===== src/flash_ctl_pkg.sv =====
package flash_ctl_pkg;

   // Flash command codes
   localparam logic [7:0] CMD_READ_ARRAY   = 8'hff;
   localparam logic [7:0] CMD_READ_STATUS  = 8'h70;
   localparam logic [7:0] CMD_CLEAR_STATUS = 8'h50;
   localparam logic [7:0] CMD_PROG_SETUP   = 8'h40;
   localparam logic [7:0] CMD_PROG_ALT     = 8'h10;
   localparam logic [7:0] CMD_ERASE_SETUP  = 8'h20;
   localparam logic [7:0] CMD_CONFIRM      = 8'hd0;
   localparam logic [7:0] CMD_SUSPEND      = 8'hb0;

   // Status report bit positions
   localparam int SR_READY_BIT   = 7;
   localparam int SR_PAUSED_BIT  = 6;
   localparam int SR_EFAIL_BIT   = 5;
   localparam int SR_PFAIL_BIT   = 4;
   localparam int SR_SUPPLY_BIT  = 3;
   localparam logic [7:0] SR_RESERVED_MASK = 8'hf8;

   // Own software register offsets
   localparam logic [3:0] REG_ADDR    = 4'h0;
   localparam logic [3:0] REG_DATA    = 4'h1;
   localparam logic [3:0] REG_CMD     = 4'h2;
   localparam logic [3:0] REG_STATUS  = 4'h3;
   localparam logic [3:0] REG_RDATA   = 4'h4;

   // Operation codes written to REG_CMD
   localparam logic [2:0] OP_PROGRAM = 3'h1;
   localparam logic [2:0] OP_ERASE   = 3'h2;
   localparam logic [2:0] OP_CLEAR   = 3'h3;
   localparam logic [2:0] OP_READ    = 3'h4;
   localparam logic [2:0] OP_SUSPEND = 3'h5;
   localparam logic [2:0] OP_RESUME  = 3'h6;

   // Bus timing in ns and derived cycle counts at 200 MHz
   localparam int CLK_PERIOD_NS = 5;
   localparam int PULSE_NS      = 50;
   localparam int PULSE_CYC     = (PULSE_NS + CLK_PERIOD_NS - 1) / CLK_PERIOD_NS;
   localparam int READ_NS       = 120;
   localparam int READ_CYC      = (READ_NS + CLK_PERIOD_NS - 1) / CLK_PERIOD_NS;
   localparam logic [7:0] PULSE_CNT = 8'(PULSE_CYC);
   localparam logic [7:0] READ_CNT  = 8'(READ_CYC);

   // Reset values
   localparam logic [18:0] ADDR_RST = 19'h00000;
   localparam logic [15:0] DATA_RST = 16'h0000;

   // Flash pin group driven by the controller
   typedef struct packed {
      logic [18:0] addr;
      logic [15:0] dq_out;
      logic        dq_oe;
      logic        ce_n;
      logic        oe_n;
      logic        we_n;
   } flash_pins_t;

   typedef enum logic [3:0] {
      ST_IDLE, ST_WR_ASSERT, ST_WR_GAP, ST_RD_ASSERT, ST_RD_GAP,
      ST_POLL_CMD, ST_POLL, ST_DONE_CLR, ST_TO_ARRAY
   } state_t;

endpackage


===== src/flash_ctl.sv =====
// Operation
// Ready flag 0 busy, 1 idle
// Suspend sets ready and paused flags
// Erase failure sets bit 5
// Program failure sets bit 4
// Low supply sets bit 3, skips program
// Low supply on erase sets 5, 3
// Read-status before polling, read-array after; code writes read-status only after clear, read-array only in OP_READ
// Status on low byte, upper byte ignored
// Status latched at later falling select
// Toggle output enable for each poll
// Sticky error bits cleared by 50H only
// Clear status before next sequence
// Read-array needed before array reads
// Program is setup write then data
// Programming only clears bits
// During program only read-status valid
// Erase setup and confirm carry block address
// Erase sets block to ones, one block
// Erase runs four internal steps
// Check ready before error flags
// Setup code 40H or 10H accepted
// Reset clears status report
// Reserved status bits masked
//
// Design decisions made here: the address map and the address-and-strobe port.
`timescale 1ns/100ps
module flash_ctl
   import flash_ctl_pkg::*;
(
   input  wire logic        clk_in,          // 200 MHz clock
   input  wire logic        rst_n_in,        // Synchronous reset, active low
   input  wire logic [3:0]  sw_addr_in,      // Register address
   input  wire logic [31:0] sw_wdata_in,     // Register write data
   input  wire logic        sw_wr_in,        // Write strobe
   input  wire logic        sw_rd_in,        // Read strobe
   output logic      [31:0] sw_rdata_out,    // Read data, cycle after strobe
   output logic      [18:0] flash_addr_out,  // Flash address
   output logic      [15:0] flash_dq_out,    // Flash data driven
   output logic             flash_dq_oe_out, // High while driving data
   input  wire logic [15:0] flash_dq_in,     // Flash data sampled
   output logic             flash_ce_n_out,  // Chip select, active low
   output logic             flash_oe_n_out,  // Output enable, active low
   output logic             flash_we_n_out,  // Write enable, active low
   output logic             flash_rp_n_out   // Flash reset pin, active low
);

   // Whole controller state
   typedef struct packed {
      state_t      st;
      state_t      ret;        // State that began the read cycle
      flash_pins_t pins;
      logic [7:0]  cnt;        // Bus timing counter
      logic [2:0]  op;         // Operation in progress
      logic [1:0]  step;       // Command write index within op
      logic [18:0] addr;       // Software target address
      logic [15:0] data;       // Software write data
      logic [7:0]  status;     // Last status report seen
      logic [15:0] rdata;      // Last array word read
      logic        busy;       // Controller sequence running
      logic        ready_seen; // Completion seen in last poll
      logic [31:0] bus_rdata;
   } ctl_t;

   ctl_t s_r, s_nxt;
   logic [7:0] wr_val;    // Data value for current command write
   logic       write_req; // Software starts an operation

   // Select data for each command write in the operation
   always_comb begin
      wr_val = CMD_READ_STATUS;
      unique case (s_r.op)
         OP_PROGRAM: wr_val = (s_r.step == 2'd0) ? CMD_PROG_SETUP : s_r.data[7:0];
         OP_ERASE:   wr_val = (s_r.step == 2'd0) ? CMD_ERASE_SETUP : CMD_CONFIRM;
         OP_CLEAR:   wr_val = CMD_CLEAR_STATUS;
         OP_READ:    wr_val = CMD_READ_ARRAY;
         OP_SUSPEND: wr_val = (s_r.step == 2'd2) ? CMD_READ_STATUS : CMD_SUSPEND; // Step 2 polls after clear
         OP_RESUME:  wr_val = CMD_CONFIRM;
         default:    wr_val = CMD_READ_STATUS;
      endcase
   end

   assign write_req = sw_wr_in && (sw_addr_in == REG_CMD) && !s_r.busy;

   // Next state of the whole controller
   always_comb begin
      s_nxt = s_r;
      s_nxt.bus_rdata = 32'h00000000;
      // Register reads, answered the next cycle
      if (sw_rd_in) begin
         unique case (sw_addr_in)
            REG_ADDR:   s_nxt.bus_rdata = {13'h0000, s_r.addr};
            REG_DATA:   s_nxt.bus_rdata = {16'h0000, s_r.data};
            REG_STATUS: s_nxt.bus_rdata = {22'h000000, s_r.busy, s_r.ready_seen, s_r.status};
            REG_RDATA:  s_nxt.bus_rdata = {16'h0000, s_r.rdata};
            default:    s_nxt.bus_rdata = 32'h00000000;
         endcase
      end
      // Register writes; address and data ignored while busy
      if (sw_wr_in && !s_r.busy) begin
         if (sw_addr_in == REG_ADDR) s_nxt.addr = sw_wdata_in[18:0];
         if (sw_addr_in == REG_DATA) s_nxt.data = sw_wdata_in[15:0];
      end
      unique case (s_r.st)
         ST_IDLE: begin
            // Codes 0 and 7 are not operations and start nothing
            if (write_req && sw_wdata_in[2:0] != 3'h0 && sw_wdata_in[2:0] != 3'h7) begin
               s_nxt.op   = sw_wdata_in[2:0];
               s_nxt.step = 2'd0;
               s_nxt.busy = 1'b1;
               s_nxt.ready_seen = 1'b0;
               s_nxt.st   = ST_WR_ASSERT;
               s_nxt.cnt  = PULSE_CNT;
            end
         end
         // Command write: address, data, select and write enable low
         ST_WR_ASSERT: begin
            s_nxt.pins.addr   = s_r.addr;
            s_nxt.pins.dq_out = {8'h00, wr_val};
            if (s_r.op == OP_PROGRAM && s_r.step == 2'd1)
               s_nxt.pins.dq_out = s_r.data; // Zeros program, ones leave cells alone
            s_nxt.pins.dq_oe  = 1'b1;
            s_nxt.pins.ce_n   = 1'b0;
            s_nxt.pins.we_n   = 1'b0;
            s_nxt.pins.oe_n   = 1'b1;
            if (s_r.cnt == 8'h00) begin
               s_nxt.pins.we_n = 1'b1;
               s_nxt.pins.ce_n = 1'b1;
               s_nxt.cnt = PULSE_CNT;
               s_nxt.st  = ST_WR_GAP;
            end else begin
               s_nxt.cnt = s_r.cnt - 8'h01;
            end
         end
         // Recovery after write; decide next write
         ST_WR_GAP: begin
            if (s_r.cnt == 8'h00) begin
               s_nxt.pins.dq_oe = 1'b0;
               s_nxt.cnt = PULSE_CNT;
               if ((s_r.op == OP_PROGRAM || s_r.op == OP_ERASE) && s_r.step == 2'd0) begin
                  s_nxt.step = 2'd1;       // Second write follows setup
                  s_nxt.st   = ST_WR_ASSERT;
               end else if (s_r.op == OP_PROGRAM || s_r.op == OP_ERASE ||
                            s_r.op == OP_SUSPEND) begin
                  s_nxt.st = ST_POLL;       // Device already shows status
               end else if (s_r.op == OP_READ) begin
                  s_nxt.cnt = READ_CNT;
                  s_nxt.st  = ST_RD_ASSERT;
               end else if (s_r.op == OP_CLEAR) begin
                  s_nxt.st = ST_POLL_CMD;   // Refresh status view after clearing
               end else begin
                  s_nxt.busy = 1'b0;
                  s_nxt.st   = ST_IDLE;
               end
            end else begin
               s_nxt.cnt = s_r.cnt - 8'h01;
            end
         end
         // Write read-status before polling
         ST_POLL_CMD: begin
            s_nxt.op   = OP_SUSPEND;  // Reuse poll path; read-status has no second write
            s_nxt.step = 2'd2;
            s_nxt.cnt  = PULSE_CNT;
            s_nxt.st   = ST_WR_ASSERT;
         end
         // Status poll: fresh select and output enable edge every time
         ST_POLL: begin
            s_nxt.pins.addr  = s_r.addr;
            s_nxt.pins.dq_oe = 1'b0;
            s_nxt.pins.ce_n  = 1'b0;
            s_nxt.pins.oe_n  = 1'b0;  // Falling edge latches status
            s_nxt.ret = ST_POLL;
            s_nxt.cnt = READ_CNT;
            s_nxt.st  = ST_RD_GAP;
         end
         // Array read cycle
         ST_RD_ASSERT: begin
            s_nxt.pins.addr = s_r.addr;
            s_nxt.pins.ce_n = 1'b0;
            s_nxt.pins.oe_n = 1'b0;
            s_nxt.ret = ST_RD_ASSERT;
            s_nxt.cnt = READ_CNT;
            s_nxt.st  = ST_RD_GAP;
         end
         // Wait access time, sample, then release both selects
         ST_RD_GAP: begin
            if (s_r.cnt == 8'h00) begin
               s_nxt.pins.oe_n = 1'b1;
               s_nxt.pins.ce_n = 1'b1;   // Toggle before next poll
               if (s_r.ret == ST_RD_ASSERT) begin
                  s_nxt.rdata = flash_dq_in;
                  s_nxt.busy  = 1'b0;
                  s_nxt.st    = ST_IDLE;
               end else begin
                  s_nxt.status = flash_dq_in[7:0] & SR_RESERVED_MASK;
                  if (flash_dq_in[SR_READY_BIT]) begin
                     s_nxt.ready_seen = 1'b1;
                     s_nxt.st = ST_DONE_CLR;
                  end else begin
                     s_nxt.cnt = PULSE_CNT;
                     s_nxt.st  = ST_POLL;   // Only status reads while busy
                  end
               end
            end else begin
               s_nxt.cnt = s_r.cnt - 8'h01;
            end
         end
         // Status captured; error flags now valid to software
         ST_DONE_CLR: begin
            // Paused erase keeps device status mode; no read-array here
            s_nxt.busy = 1'b0;
            s_nxt.st   = ST_IDLE;    // Software issues OP_READ for array data
         end
         default: s_nxt.st = ST_IDLE;
      endcase
   end

   // Register the whole state
   always_ff @(posedge clk_in) begin
      if (!rst_n_in) begin
         s_r <= '0;
         s_r.st   <= ST_IDLE;
         s_r.ret  <= ST_IDLE;
         s_r.pins <= '{addr: ADDR_RST, dq_out: DATA_RST, dq_oe: 1'b0,
                       ce_n: 1'b1, oe_n: 1'b1, we_n: 1'b1};
      end else begin
         s_r <= s_nxt;
      end
   end

   assign sw_rdata_out    = s_r.bus_rdata;
   assign flash_addr_out  = s_r.pins.addr;
   assign flash_dq_out    = s_r.pins.dq_out;
   assign flash_dq_oe_out = s_r.pins.dq_oe;
   assign flash_ce_n_out  = s_r.pins.ce_n;
   assign flash_oe_n_out  = s_r.pins.oe_n;
   assign flash_we_n_out  = s_r.pins.we_n;
   assign flash_rp_n_out  = rst_n_in;  // Controller reset clears flash status

endmodule // flash_ctl


===== config.mk =====
export PLATFORM = sky130hd
export DESIGN_NAME = flash_ctl
export DESIGN_NICKNAME = d
export VERILOG_FILES = /design/src/flash_ctl_pkg.sv /design/src/flash_ctl.sv
export SDC_FILE = /design/constraint.sdc
export NUM_CORES = 1
export LEC_CHECK = 0
export BUFFER_PORTS_ARGS = -buffer_cell sky130_fd_sc_hd__buf_4
export CORE_MARGIN = 2
export CORE_UTILIZATION = 32
export DETAILED_ROUTE_END_ITERATION = 6
export SYNTH_ARGS = -nofsm -noshare
export SYNTH_HDL_FRONTEND = slang
export SYNTH_SLANG_ARGS = --single-unit

===== constraint.sdc =====
create_clock -name clk_in -period 2.35 [get_ports clk_in]
set_input_delay 0.5875 -clock clk_in [delete_from_list [all_inputs] [get_ports clk_in]]
set_output_delay 0.5875 -clock clk_in [all_outputs]
set_load 0.1 [all_outputs]

==> flow_summary.ini <==
[status]
run_status = finished with violations
violated_checks = DRC

[sta]
final.period_utilization_pct = 88.4
setup_viol = 0
finalSetupTns_ns = 0
rsz0062_at_grt = false
hold_slack_ns = 0.413
worstMarginPinSlew_ns = 0.782
final.setup.worst_slack_ns = 0.273
slew_hr_pct = 47.4
timing.final.hold_violations = 0
final_max_slew_viol_count = 0
max_freq_ghz = 0.481
finalCriticalPeriod_ns = 2.08
worst_case_clock_skew_ns = 0.00550

[hold_path]
hold_path.startpoint = flash_dq_in[5]
timing.hold.worst.class = primary input to flop

[yosys]
synth-edff-count = 0
sequential_cell_area_fraction_in_the_yosys_report_pct = 44.7
synth_cell_type_count = 61
asyncSetResetFlopFracSynth_pct = 0
yosysWarningCount = 0
mappedNetlistArea_mm2 = 0.00604
postSynthRegisterBits = 135
syn_area_per_cell_um2 = 8.02
syn-instance-count = 753
ys.flop_type = dfxtp_1

[clocking]
clock-root-buffer = clkbuf_16
clock_tree_from_tritoncts = done
max-clock-path-buffers = 2
htreeDepth = 4
clk_pin_slew_worst_paths_ns = 0.06
clock_buffers_created_by_tritoncts = 17
clk_latency_ns = 0.42
clkSinkCount = 135

[final_layout]
layout.filler_cells = 1869
areaGrowthSynthToFinish_pct = 22.0
nNetsFinal = 868
post_route_cells_drive_above_1_share_pct = 22.6
finalCoreUtilization_pct = 39.5
ant_diodes = 0

[setup_path]
reg2reg_from = s_r[100]
cp_cell_sequence = nor4_2 > and2_0 > buf_4 > a31oi_1 > nor4_1 > o211a_1
critPathRequiredTime_ns = 2.72
cp_top_family = simple AND/OR/NAND/NOR gates
cp_data_arrival_time_ns = 2.44
setup.worst_path.end_class = flop
critical-path-max-stage-delay_ns = 0.52
critical-path-slowest-cell = nor4_2
startpoint = s_r[100]
worstSetupStartpointType = flop
critical_path_class = flop to flop
peak_fanout_along_the_critical_path = 11
cp.buffers_inverters = 1

[routing]
drc_errors = 13
drt_first_pass_iters = 7
drt_iter0_drc = 697
totalWireLength_um = 17400
detail_route.vias_per_cell = 5.07
routed-via-count = 5353
detail-route-antenna-nets = 0
routed_wire_length_per_instance_um = 16.4

[floorplan]
initial_utilization_pct = 32.4
chipHeight_um = 141
die_width_um = 141
die_area_mm2 = 0.0200
design.core.area_mm2 = 0.0186
floorplan.io_pins = 128
row_count = 50

[pwr]
combinationalPowerShare_pct = 8.2
total_power_mw = 5.43
peakVddDrop_mv = 0.491
static-leakage-power_nw = 2.81
power.clock.fraction_pct = 48.8
power-per-cell-area_mw_per_mm2 = 737
switching_share_pct = 25.7
power.sequential.fraction_pct = 43.0
switchingPower_mw = 1.39
cell_internal_pwr_mw = 4.04

[global_route]
via_count_of_the_first_global_routing_pass = 4832
grt_remaining_overflow = 0
number_of_antenna_violations_at_the_first_check_in_global_routing = 0
largest_net_degree_at_the_start_of_global_routing = 35
grt_util_all_layers_pct = 17.4
grt_first_pass_wirelength_um = 27000

[placed_design]
pre_cts_ws_ns = 0.00718
dp.final_hpwl_um = 12300
place_congestion = 0.886
buffer_ports.inserted = 101

[job]
timing.max_cap.violations = 0
==> registers in the layout (all words and copies together), names as in the netlist <==
signal / count
flash_addr_out: 19
flash_dq_out: 16
flash_oe_n_out: 1
s_r: 77
sw_rdata_out: 19
flash_dq_oe_out: 1
flash_ce_n_out: 1
flash_we_n_out: 1
==> worst reg2reg max path, delay by kind of cell (launching register included) <==
family	cells	cell delay, ns
compound gates	2	0.29
flops	1	0.35
buf+inv	1	0.23
simple gates	3	1.16
==> synth_stat cells (all sizes together), types with 8 or more instances <==
cell    instances  area share, %
a21oi         110            9.1
a222oi         17            2.8
a22oi           9            1.1
buf            80            9.4
clkbuf         32            2.0
dfxtp         135             45
inv            11           0.68
nand2         178             11
nand3           8           0.66
nor2           43            2.7
nor3            9           0.75
o21ai          24            2.0
==> final timing paths <==
check / endpoint / slack, ns / depth (start not counted)
setup / recovery: s_r[32] / 0.27 / 6
hold / removal: s_r[55] / 0.41 / 3
setup reg to reg: s_r[32] / 0.27 / 6
hold reg to reg: flash_addr_out[4] / 0.45 / 2
==> layout make-up <==
type / count / area, µm² / share of cell area [%]
Sequential cell: 135 / 2700 / 36.7
Multi-Input combinational cell: 507 / 2680 / 36.3
Timing Repair Buffer: 138 / 1070 / 14.6
Clock buffer: 18 / 439 / 5.96
Tap cell: 234 / 293 / 3.97
Clock inverter: 13 / 146 / 1.99
Inverter: 11 / 41.3 / 0.560
==> layout by cell type, fill, tap and decap left out, drive strengths merged, types with 6 or more instances in the layout <==
master,instances
clkbuf,18
buf,138
nand2,178
a222oi,17
conb,13
nand2b,6
nand3,8
a22oi,9
and2,6
o21ai,24
a21oi,110
nor4,6
inv,15
nor3b,6
o211ai,6
dfxtp,135
nor3,9
nor2,43
==> timing repair <==
item | in CTS | in global routing
setup endpoints to repair | 0 | 1
hold buffers | 0 | 0
buffers inserted | 0 | 0
resized for setup | 0 | 1
==> power by group through the flow <==
stage	Combinational, mW	Clock [mW]	Sequential [mW]
CTS	0.441	2.70	2.33
global placement	0.440	0	2.38
floorplan	0.301	0	2.38
detailed placement	0.440	0	2.38
global route	0.471	2.82	2.34
finish	0.443	2.65	2.34
==> per-layer routing <==
metal | GRT usage [%] | routed length, µm | vias to the layer above
met1 | 25.0 | 8290 | 2478
met2 | 25.4 | 7550 | 204
met5 | 0 | 0 | -
li1 | - | - | 2642
met4 | 6.05 | 351 | 0
met3 | 3.95 | 1170 | 29
==> logic make-up (layout without fill, tap and decap cells) <==
family | Yosys count | in the layout | share of synthesized area [%]
flops | 135 | 135 | 44.7
fa+ha+maj | 3 | 3 | 0.580
simple gates | 290 | 290 | 21.7
xor+xnor | 4 | 4 | 0.580
mux | 4 | 4 | 0.663
other cells | 1 | 13 | 0.0621
compound gates | 193 | 193 | 19.7
buf+inv | 123 | 180 | 12.0
==> through the flow <==
step,cell area (µm²),instances
final,7370,1056
after global placement,6780,1025
after floorplan,6090,765
after CTS,7370,1056
after detailed placement,6780,1025
after global routing,7370,1056
No activity file was read; power rests on OpenSTA's default activity.
